<file path="config.mk">
export PLATFORM = sky130hd
export DESIGN_NAME = dmsp_top
export DESIGN_NICKNAME = d
export VERILOG_FILES = /design/src/dmsp_pkg.sv /design/src/dmsp_mon_if.sv /design/src/dmsp_ref_mon.sv /design/src/dmsp_top.sv
export SDC_FILE = /design/constraint.sdc
export NUM_CORES = 1
export LEC_CHECK = 0
export BUFFER_PORTS_ARGS = -buffer_cell sky130_fd_sc_hd__clkbuf_2
export CAP_MARGIN = 20
export CORE_ASPECT_RATIO = 0.6
export CORE_MARGIN = 5
export CORE_UTILIZATION = 43
export DETAILED_ROUTE_END_ITERATION = 8
export PLACE_DENSITY_LB_ADDON = 0.3
export SKIP_CTS_REPAIR_TIMING = 1
export SYNTH_ARGS = -nofsm -noshare
export SYNTH_HDL_FRONTEND = slang
export SYNTH_SLANG_ARGS = --single-unit
</file>
<file path="constraint.sdc">
create_clock -name clk_i -period 4.4 [get_ports clk_i]
set_input_delay 1.32 -clock clk_i [delete_from_list [all_inputs] [get_ports clk_i]]
set_output_delay 1.32 -clock clk_i [all_outputs]
set_load 0.02 [all_outputs]
</file>
<file path="src/dmsp_pkg.sv">
package dmsp_pkg;

   // ****************************************
   // register map and reset values
   // ****************************************
   localparam logic [7:0]  REG_CTRL    = 8'h00;
   localparam logic [7:0]  REG_STATUS  = 8'h04;
   localparam logic [7:0]  REG_COUNT   = 8'h08;
   localparam logic [1:0]  CTRL_RST    = 2'h0;
   localparam logic [15:0] COUNT_RST   = 16'h0000;
   localparam logic [1:0]  RESP_OKAY   = 2'h0;
   localparam logic [1:0]  RESP_SLVERR = 2'h2;

   // status field positions
   localparam int STS_LOCK  = 0;
   localparam int STS_HOLD  = 1;
   localparam int STS_FAIL  = 2;   // three bits, input a first
   localparam int STS_STATE = 5;   // two bits
   localparam int STS_REF   = 7;   // two bits
   localparam int STS_MODE  = 9;   // two bits
   localparam int STS_APP   = 11;  // two bits
   localparam int STS_HIT   = 13;

   // ****************************************
   // pin encodings and monitor limits
   // ****************************************
   localparam int          NUM_REF     = 3;
   localparam logic [1:0]  MODE_NORMAL = 2'h0;
   localparam logic [1:0]  MODE_HOLD   = 2'h1;
   localparam logic [1:0]  MODE_FREE   = 2'h2;
   localparam logic [1:0]  MODE_AUTO   = 2'h3;
   localparam logic [1:0]  APP_DS1     = 2'h0;
   localparam logic [1:0]  APP_E1      = 2'h1;
   localparam logic [15:0] THR_DS1     = 16'h0190;
   localparam logic [15:0] THR_E1      = 16'h01F4;
   localparam logic [15:0] THR_WIDE    = 16'h0320;

   typedef enum logic [1:0] {ST_FREE, ST_NORM, ST_HOLD} dmsp_state_e;

endpackage

</file>
<file path="src/dmsp_mon_if.sv">
`timescale 1ns/1ps
// one reference monitor: measured offset in, failure flag out
interface dmsp_mon_if;
   logic signed [15:0] offset;
   logic               abrupt;
   logic        [15:0] thr;
   logic               fail;
   modport mon  (input offset, input abrupt, input thr, output fail);
   modport core (output offset, output abrupt, output thr, input fail);
endinterface

</file>
<file path="src/dmsp_ref_mon.sv">
`timescale 1ns/1ps
module dmsp_ref_mon
   import dmsp_pkg::*;
(
   input wire logic clk_i,     // master clock
   input wire logic sys_rst_i, // sync reset, high
   dmsp_mon_if.mon  m          // monitor signals
);

   logic [16:0] mag;
   logic        fail_d;
   logic        fail_q;

   // ****************************************
   // out-of-range and abrupt-change check
   // ****************************************
   // 17 bits so the most negative offset still has a magnitude
   always_comb
   begin
      mag    = m.offset[15] ? (17'h0 - {1'b1, m.offset})
                            : {1'b0, m.offset};
      fail_d = m.abrupt || (mag > {1'b0, m.thr});
   end

   always_ff @(posedge clk_i)
   begin
      if (sys_rst_i)
         fail_q <= 1'b0;
      else
         fail_q <= fail_d;
   end

   assign m.fail = fail_q;
endmodule

</file>
<file path="src/dmsp_top.sv">
`timescale 1ns/1ps
// Function
// - lock high while locked to selected input
// - coast output high throughout holdover
// - per-input flag on range or abrupt change
// - hitless low keeps stored offset on a same-input return
// - hitless high remeasures offset on return
// - mode bits taken as one agreed pair
// - mode 11 picks references automatically
// - application 00 uses DS1 limits
// - application 01 uses E1 limits
module dmsp_top
   import dmsp_pkg::*;
(
   input  wire logic              clk_i,                // master clock
   input  wire logic              sys_rst_i,            // sync reset
   input  wire logic              op_mode_bit0_i,       // mode pin 0
   input  wire logic              op_mode_bit1_i,       // mode pin 1
   input  wire logic              application_bit0_i,   // app pin 0
   input  wire logic              application_bit1_i,   // app pin 1
   input  wire logic              hitless_return_ctl_i, // hitless pin
   input  wire logic              loop_locked_i,        // loop freq lock
   input  wire logic [2:0][15:0]  input_offset_i,       // signed offsets
   input  wire logic [2:0]        input_abrupt_i,       // abrupt change
   output logic                   loop_locked_o,        // lock pin
   output logic                   coast_mode_o,         // holdover pin
   output logic                   input_a_bad_flag_o,   // input a fail
   output logic                   input_b_bad_flag_o,   // input b fail
   output logic                   input_c_bad_flag_o,   // input c fail
   output logic [1:0]             active_input_o,       // selected input
   output logic                   offset_store_remeasure_o, // pulse
   input  wire logic [7:0]        s_axi_awaddr,         // write address
   input  wire logic              s_axi_awvalid,        // aw valid
   output logic                   s_axi_awready,        // aw ready
   input  wire logic [31:0]       s_axi_wdata,          // write data
   input  wire logic [3:0]        s_axi_wstrb,          // byte enables
   input  wire logic              s_axi_wvalid,         // w valid
   output logic                   s_axi_wready,         // w ready
   output logic [1:0]             s_axi_bresp,          // write resp
   output logic                   s_axi_bvalid,         // b valid
   input  wire logic              s_axi_bready,         // b ready
   input  wire logic [7:0]        s_axi_araddr,         // read address
   input  wire logic              s_axi_arvalid,        // ar valid
   output logic                   s_axi_arready,        // ar ready
   output logic [31:0]            s_axi_rdata,          // read data
   output logic [1:0]             s_axi_rresp,          // read resp
   output logic                   s_axi_rvalid,         // r valid
   input  wire logic              s_axi_rready          // r ready
);

   logic [1:0]  mode_s1_q, mode_s2_q, mode_s3_q, mode_q, mode_d;
   logic [1:0]  app_s1_q, app_q;
   logic        hit_s1_q, hit_q;
   logic [1:0]  pins_mode;
   dmsp_state_e st_q, st_d;
   logic [1:0]  ref_q, ref_d, sel, first_good;
   logic        lock_q, lock_d, hold_q, hold_d, meas_q, meas_d;
   logic [15:0] cnt_q, cnt_d, thr;
   logic [2:0]  fail_w;
   logic        aw_hold_q, aw_hold_d, w_hold_q, w_hold_d;
   logic [7:0]  awaddr_q, awaddr_d;
   logic [31:0] wdata_q, wdata_d, rdata_q, rdata_d, sts;
   logic [3:0]  wstrb_q, wstrb_d;
   logic        bvalid_q, bvalid_d, rvalid_q, rvalid_d;
   logic [1:0]  bresp_q, bresp_d, rresp_q, rresp_d, ctrl_q, ctrl_d;

   // ****************************************
   // pin synchronisers
   // ****************************************
   // second stage only feeds logic; mode gets a third stage to
   // check that both bits settled on the same value
   always_ff @(posedge clk_i)
   begin
      if (sys_rst_i)
      begin
         mode_s1_q <= 2'h0;
         mode_s2_q <= 2'h0;
         mode_s3_q <= 2'h0;
         app_s1_q  <= 2'h0;
         app_q     <= 2'h0;
         hit_s1_q  <= 1'b0;
         hit_q     <= 1'b0;
      end
      else
      begin
         mode_s1_q <= {op_mode_bit1_i, op_mode_bit0_i};
         mode_s2_q <= mode_s1_q;
         mode_s3_q <= mode_s2_q;
         app_s1_q  <= {application_bit1_i, application_bit0_i};
         app_q     <= app_s1_q;
         hit_s1_q  <= hitless_return_ctl_i;
         hit_q     <= hit_s1_q;
      end
   end

   // ****************************************
   // reference monitors
   // ****************************************
   // limit chosen by the application pins
   always_comb
   begin
      case (app_q)
         APP_DS1: thr = THR_DS1;
         APP_E1:  thr = THR_E1;
         default: thr = THR_WIDE;
      endcase
   end

   dmsp_mon_if mon_if [NUM_REF] ();

   for (genvar g = 0; g < NUM_REF; g++)
   begin : g_mon
      assign mon_if[g].offset = input_offset_i[g];
      assign mon_if[g].abrupt = input_abrupt_i[g];
      assign mon_if[g].thr    = thr;
      assign fail_w[g]        = mon_if[g].fail;
      dmsp_ref_mon u_mon (
         .clk_i     (clk_i),
         .sys_rst_i (sys_rst_i),
         .m         (mon_if[g].mon)
      );
   end

   assign input_a_bad_flag_o = fail_w[0];
   assign input_b_bad_flag_o = fail_w[1];
   assign input_c_bad_flag_o = fail_w[2];

   // ****************************************
   // mode and reference state machine
   // ****************************************
   always_comb
   begin
      // a mode is accepted only once two samples agree
      mode_d = (mode_s2_q == mode_s3_q) ? mode_s2_q : mode_q;
      sel    = (ctrl_q == 2'h3) ? 2'h0 : ctrl_q;
      first_good = ref_q;
      for (int i = NUM_REF - 1; i >= 0; i--)
      begin
         if (!fail_w[i])
            first_good = 2'(i);
      end
      st_d  = st_q;
      ref_d = ref_q;
      case (mode_q)
         MODE_FREE: st_d = ST_FREE;
         MODE_HOLD:
            if (st_q == ST_NORM)
               st_d = ST_HOLD;
         MODE_NORMAL:
         begin
            ref_d = sel;
            if (!fail_w[sel])
               st_d = ST_NORM;
            else if (st_q == ST_NORM)
               st_d = ST_HOLD;
         end
         MODE_AUTO:
         begin
            // keep a good input, else take the first good one
            if (fail_w == 3'h7)
            begin
               if (st_q == ST_NORM)
                  st_d = ST_HOLD;
            end
            else
            begin
               ref_d = fail_w[ref_q] ? first_good : ref_q;
               st_d  = ST_NORM;
            end
         end
         default: st_d = ST_FREE;
      endcase
      // stored offset survives a same-input return unless hitless
      meas_d = (st_d == ST_NORM) &&
               ((st_q != ST_NORM && (hit_q || ref_d != ref_q)) ||
                (st_q == ST_NORM && ref_d != ref_q));
      cnt_d  = meas_d ? cnt_q + 16'h0001 : cnt_q;
      lock_d = (st_q == ST_NORM) && loop_locked_i;
      hold_d = (st_d == ST_HOLD);
   end

   always_ff @(posedge clk_i)
   begin
      if (sys_rst_i)
      begin
         mode_q <= MODE_NORMAL;
         st_q   <= ST_FREE;
         ref_q  <= 2'h0;
         lock_q <= 1'b0;
         hold_q <= 1'b0;
         meas_q <= 1'b0;
         cnt_q  <= COUNT_RST;
      end
      else
      begin
         mode_q <= mode_d;
         st_q   <= st_d;
         ref_q  <= ref_d;
         lock_q <= lock_d;
         hold_q <= hold_d;
         meas_q <= meas_d;
         cnt_q  <= cnt_d;
      end
   end

   assign loop_locked_o            = lock_q;
   assign coast_mode_o             = hold_q;
   assign active_input_o           = ref_q;
   assign offset_store_remeasure_o = meas_q;

   // ****************************************
   // axi4-lite write channel
   // ****************************************
   // address and data are parked until both arrived
   assign s_axi_awready = !aw_hold_q;
   assign s_axi_wready  = !w_hold_q;

   always_comb
   begin
      aw_hold_d = aw_hold_q;
      awaddr_d  = awaddr_q;
      w_hold_d  = w_hold_q;
      wdata_d   = wdata_q;
      wstrb_d   = wstrb_q;
      bvalid_d  = bvalid_q;
      bresp_d   = bresp_q;
      ctrl_d    = ctrl_q;
      if (s_axi_awvalid && !aw_hold_q)
      begin
         aw_hold_d = 1'b1;
         awaddr_d  = s_axi_awaddr;
      end
      if (s_axi_wvalid && !w_hold_q)
      begin
         w_hold_d = 1'b1;
         wdata_d  = s_axi_wdata;
         wstrb_d  = s_axi_wstrb;
      end
      if (bvalid_q && s_axi_bready)
         bvalid_d = 1'b0;
      if (aw_hold_q && w_hold_q && !bvalid_q)
      begin
         aw_hold_d = 1'b0;
         w_hold_d  = 1'b0;
         bvalid_d  = 1'b1;
         bresp_d   = (awaddr_q == REG_CTRL) ? RESP_OKAY : RESP_SLVERR;
         if (awaddr_q == REG_CTRL && wstrb_q[0])
            ctrl_d = wdata_q[1:0];
      end
   end

   always_ff @(posedge clk_i)
   begin
      if (sys_rst_i)
      begin
         aw_hold_q <= 1'b0;
         awaddr_q  <= 8'h00;
         w_hold_q  <= 1'b0;
         wdata_q   <= 32'h00000000;
         wstrb_q   <= 4'h0;
         bvalid_q  <= 1'b0;
         bresp_q   <= RESP_OKAY;
         ctrl_q    <= CTRL_RST;
      end
      else
      begin
         aw_hold_q <= aw_hold_d;
         awaddr_q  <= awaddr_d;
         w_hold_q  <= w_hold_d;
         wdata_q   <= wdata_d;
         wstrb_q   <= wstrb_d;
         bvalid_q  <= bvalid_d;
         bresp_q   <= bresp_d;
         ctrl_q    <= ctrl_d;
      end
   end

   assign s_axi_bvalid = bvalid_q;
   assign s_axi_bresp  = bresp_q;

   // ****************************************
   // axi4-lite read channel
   // ****************************************
   assign s_axi_arready = !rvalid_q;

   always_comb
   begin
      sts = 32'h00000000;
      sts[STS_LOCK]             = lock_q;
      sts[STS_HOLD]             = hold_q;
      sts[STS_FAIL +: 3]        = fail_w;
      sts[STS_STATE +: 2]       = 2'(st_q);
      sts[STS_REF +: 2]         = ref_q;
      sts[STS_MODE +: 2]        = mode_q;
      sts[STS_APP +: 2]         = app_q;
      sts[STS_HIT]              = hit_q;
      rvalid_d = rvalid_q;
      rdata_d  = rdata_q;
      rresp_d  = rresp_q;
      if (rvalid_q && s_axi_rready)
         rvalid_d = 1'b0;
      if (s_axi_arvalid && !rvalid_q)
      begin
         rvalid_d = 1'b1;
         rresp_d  = RESP_OKAY;
         case (s_axi_araddr)
            REG_CTRL:   rdata_d = {30'h0, ctrl_q};
            REG_STATUS: rdata_d = sts;
            REG_COUNT:  rdata_d = {16'h0000, cnt_q};
            default:
            begin
               rdata_d = 32'h00000000;
               rresp_d = RESP_SLVERR;
            end
         endcase
      end
   end

   always_ff @(posedge clk_i)
   begin
      if (sys_rst_i)
      begin
         rvalid_q <= 1'b0;
         rdata_q  <= 32'h00000000;
         rresp_q  <= RESP_OKAY;
      end
      else
      begin
         rvalid_q <= rvalid_d;
         rdata_q  <= rdata_d;
         rresp_q  <= rresp_d;
      end
   end

   assign s_axi_rvalid = rvalid_q;
   assign s_axi_rdata  = rdata_q;
   assign s_axi_rresp  = rresp_q;

   // ****************************************
   // checks
   // ****************************************
   logic [16:0] mag_a;
   assign pins_mode = {op_mode_bit1_i, op_mode_bit0_i};
   assign mag_a = input_offset_i[0][15]
                ? (17'h0 - {1'b1, input_offset_i[0]})
                : {1'b0, input_offset_i[0]};
endmodule

</file>
Word-level counts from Yosys, hierarchy flattened. Cells that the tools add are included.

Bits in registers: 93. Input bits: 116. Output and inout port bits: 49. Word-level logic and storage cells: 107.

Add/subtract/negate cells: 4. $lt $le $gt $ge: 5. Equality and inequality tests: 14. Mux-type cells: 26. Reductions and logical operators: 30.

Operators with widths (number): 17-bit by 10-bit greater-than comparator with 1-bit output (3); 17-bit two-way mux (3); 1-bit by 17-bit subtractor with 17-bit output, first input constant (3); 16-bit one-hot mux with 3 select lines (1); 2-bit two-way mux (11); 10-bit one-hot mux with 2 select lines (1); 16-bit by 1-bit adder with 16-bit output, second input constant (1); 8-bit zero test (2); 1-bit logical AND (12); 2-bit by 1-bit == test with 1-bit output, second input constant (4); 2-bit == test, second input constant (4); 8-bit by 3-bit == test with 1-bit output, second input constant (1); 8-bit by 4-bit == test with 1-bit output, second input constant (1); 2-bit one-hot mux with 4 select lines (1); 2-bit by 3-bit less-than comparator with 1-bit output, second input constant (2); 1-bit two-way mux (6); 1-bit logical OR (5); 1-bit binary-select mux with 2-bit select (2); 1-bit zero test (4); 2-bit zero test (2); 2-bit one-hot mux with 2 select lines (1); 2-bit nonzero test (2); 3-bit == test, second input constant (1); 3-bit OR reduction (1); 5 further kinds (5).

Logic depth before layout (Yosys ltp).
Depth in word-level cells: 11. Mapped depth: 12.

Cells and area by module. From an unflattened synthesis, not the netlist that was laid out.

Cells, all modules: 694. Area total of the unflattened synthesis: 5706.7 um2.

By module, submodules not included: dmsp_top (times used 1, cells an instance 389, area an instance 3415.8 um2, sequential area each 1441.4 um2); dmsp_ref_mon (g_mon[0].u_mon ...) (times used 2, cells an instance 101, area an instance 763.2 um2, sequential area each 20.0 um2); dmsp_ref_mon (g_mon[1].u_mon) (times used 1, cells an instance 103, area an instance 764.5 um2, sequential area each 20.0 um2).

Worst setup path after synthesis. OpenSTA, ideal clock, no wires.

Path kind: input to register. From: input input_offset_i[0] (netlist name). To: register g_mon[0].u_mon.fail_q. Library setup time: 0.133 ns. Arrival time: 3.324 ns. Data required time: 4.267 ns. Path slack: 0.944 ns. Cell stages on the path: 12. Path buffers: 0. Path through: inv_1 -> ha_1 -> or4b_4 -> o21ai_0 -> xnor2_1 -> ha_1 -> a211oi_1 -> nor2b_1 -> a311o_1 -> nand2_1 -> o211ai_1 -> a31oi_1.

Word-level cells in the longest chain between the ends: 4.

Ends and longest elaborated chain: start, declared (line dmsp_top.sv:23) `input wire logic [2:0][15:0] input_offset_i,`; 1-bit by 17-bit subtractor with 17-bit output; 17-bit two-way mux (*) (line dmsp_ref_mon.sv:20) `mag = m.offset[15] ? (17'h0 - {1'b1, m.offset})`; 17-bit by 10-bit greater-than comparator with 1-bit output (*) (line dmsp_ref_mon.sv:22) `fail_d = m.abrupt || (mag > {1'b0, m.thr});`; 1-bit logical OR (*) (line dmsp_ref_mon.sv:22); end signal, assigned (line dmsp_ref_mon.sv:30) `fail_q <= fail_d;`; end, declared (line dmsp_ref_mon.sv:12) `logic fail_q;`.

Mark *: on every way between the ends. The rest lies on a longest branch, timed or not. A chain may end at the register's enable or synchronous reset.

Worst setup path after layout. Ends and elaborated chain as after synthesis.

==> flow_summary.ini <==
[synth]
ys_seq_elements = 75
ys_types = 65
synthCells = 580
ys_seq_area_frac = 0.308
synth.top_cell.area_share = 0.308
syn_avg_cell_area_sq_um = 8.42
ys_top_cells_by_count = 75 x dfxtp_1, 71 x nor2_1, 34 x nor2b_1
netlist_area_sq_um = 4880
synth.most_common_cell = dfxtp_1
synth_warnings = 0
yosysTopAreaCell = dfxtp_1
synth-edff-count = 0
synth_ff_type = dfxtp_1
async_flop_share = 0
synth_top_cells_by_area = dfxtp_1 31%, ha_1 6.7%, nor2_1 5.5%

[global_routing]
grt_pass1_vias = 4204
grt_max_degree = 52
antenna_found_initial = 0
grt_pass1_wl_um = 20100
met3_usage = 0.0406
overflow = 0
globalRouteMet1Util = 0.250
grt.met2_usage = 0.281
track_usage = 0.180
grt_busiest_layer = met2

[routing]
wire_per_inst_um = 14.9
ant_nets = 0
drt_iter0_markers = 275
vias_per_cell = 5.44
wl_um = 12400
via_count = 4524
dr.pass1.iters = 5
drc = 0

[sta]
relSlewSlack = 0.384
period_share = 0.784
min_period_ps = 3450
timing.hold.ws_ps = 432
tightest_slew_ps = 922
finalSetupViolCount = 0
max_freq_mhz = 290
rsz0062_at_grt = no
slew_violations = 0
final.setup.tns_ps = 0
hold_viol = 0
finClkSkew_ps = 5.28

[worst_setup_path]
cp_cell_sequence = clkbuf_2 -> inv_1 -> ha_1 -> or4b_4 -> o21ai_0 -> xnor2_1 -> ha_1 -> a211oi_1 -> nor2b_1 -> a311o_1 -> nand2_1 -> o211ai_1 -> a31oi_1
slowest_stage = or4b_4
cp_num_buf_inv = 2
criticalPathCategory = input port to flip-flop
endpoint_kind = flip-flop
cp-start-kind = input port
cp_top_family = compound AO/OA/AOI/OAI gates
crit_required_ps = 4620
crit_top_cell = ha_1
crit_arrival_ps = 3670
critical_path.max_fanout = 3
max_stage_delay_ps = 500

[min_path]
worstHoldPathType = flip-flop to flip-flop

[power_and_ir_drop]
p_per_area_nw_per_um2 = 320
total_power_mw = 1.86
vdd_drop_max_v = 0.000187
leakagePower_nw = 2.51

[floorplan]
pin_count = 165
die_y_um = 92.5
die-area_sq_um = 13700
coreArea_sq_um = 11200
die-width_um = 148
rows = 30
initial_core_util = 0.436

[place]
dpl.cell_count = 815
gp_congestion = 0.894
dp_hpwl_um = 9720
port-buffer-count = 113

[cells_and_area]
nFillCells = 1085
num-nets-final = 824
stdcell_count = 831
area_growth_syn_to_layout_pct = 19.0
layout-drive-gt1-share = 0.223
diodes = 0

[clocking]
path_clk_slew_ps = 60
cts-root-buf = clkbuf_16
cts.sinks = 75
htree_levels = 3
cts_tree = done
clk_path_buf_depth = 2
cts_buffers = 9
worstSkewPairLatency_ps = 340

[job]
maxCapViolations = 0

[run_status]
status = finished clean
[per-stage QoR]
stage | area (sq um) | util | worst slack (ps)
after floorplan | 4940 | - | 944
after global placement | 5460 | 0.488 | 677
after detailed placement | 5460 | 0.488 | 601
after CTS | 5810 | 0.519 | 959
after global routing | 5810 | 0.519 | 730
final | 5810 | 0.519 | 949
[kinds of logic after synthesis]
kind of cell | after synthesis | synth area share
AND/OR/NAND/NOR | 225 | 0.239
AO/OA/AOI/OAI | 122 | 0.187
flip-flops | 75 | 0.308
buffers and inverters | 69 | 0.0741
multiplexers | 36 | 0.0777
adder cells (fa/ha/maj) | 26 | 0.0666
XOR/XNOR | 26 | 0.0467
other | 1 | 0.000768
[state kept, by name (all words and copies together) (netlist names), 2 cells and up]
name,count
mode_q,2
cnt_q,16
st_q,2
app_q,2
awaddr_q,8
g_mon.u_mon.m.fail,3
mode_s1_q,2
mode_s2_q,2
s_axi_rdata,16
mode_s3_q,2
active_input_o,2
app_s1_q,2
wdata_q,2
ctrl_q,2
[per-layer routing]
layer,vias to the layer above,wire length (um),part of all wire
li1,2253,-,-
met1,2117,5930,0.48
met2,139,5540,0.45
met3,15,779,0.063
met4,0,165,0.013
met5,-,0,0
[worst register-to-register path: stages, from the launching register on]
cell and delay [ps]:
dfxtp_1 430, ha_1 340, o211a_1 200, a211oi_1 50
a211oi_2 520, nand2_2 310, a2111oi_1 520, mux2_2 380
[path summary, 6_finish.rpt]
path | depth (start not counted) | to | slack (ps) | from
hold reg to reg | 1 | app_q[0]$_SDFF_PP0_ | 430 | app_s1_q[0]$_SDFF_PP0_
hold / removal | 1 | app_q[0]$_SDFF_PP0_ | 430 | app_s1_q[0]$_SDFF_PP0_
setup reg to reg | 7 | cnt_q[8]$_SDFFE_PP0P_ | 1540 | mode_q[1]$_SDFFE_PP0N_
setup / recovery | 13 | g_mon[0].u_mon.m.fail$_SDFF_PP0_ | 950 | input_offset_i[0]
[report_power, final]
part | internal (mW) | switching, mW
registers | 0.699 | 0.0205
clock network | 0.570 | 0.288
logic | 0.116 | 0.163
total | 1.38 | 0.472
[cells in the final DEF (no fill, tap or decap), types with 9 or more instances in the layout]
master	count
nand4_1	10
nor3_1	16
a22oi_1	15
a21oi_1	25
clkbuf_16	9
a211oi_1	11
nand2b_1	11
conb_1	18
a22o_1	12
mux2_1	9
ha_1	26
nand2_1	30
inv_1	26
nor2_1	71
mux2i_1	21
o21ai_0	15
nand3_1	17
xnor2_1	21
nor2b_1	34
clkbuf_2	112
dfxtp_1	75
[layout make-up]
cell class	count	area, sq um	area share
multi-input cells	453	3080	0.531
flip-flops and latches	75	1500	0.259
repair buffers	117	596	0.103
clock buffers	10	239	0.0411
well taps	144	180	0.0310
clock inverters	6	113	0.0194
inverters	26	97.6	0.0168
Note: power is estimated with default switching activity, not from simulation.
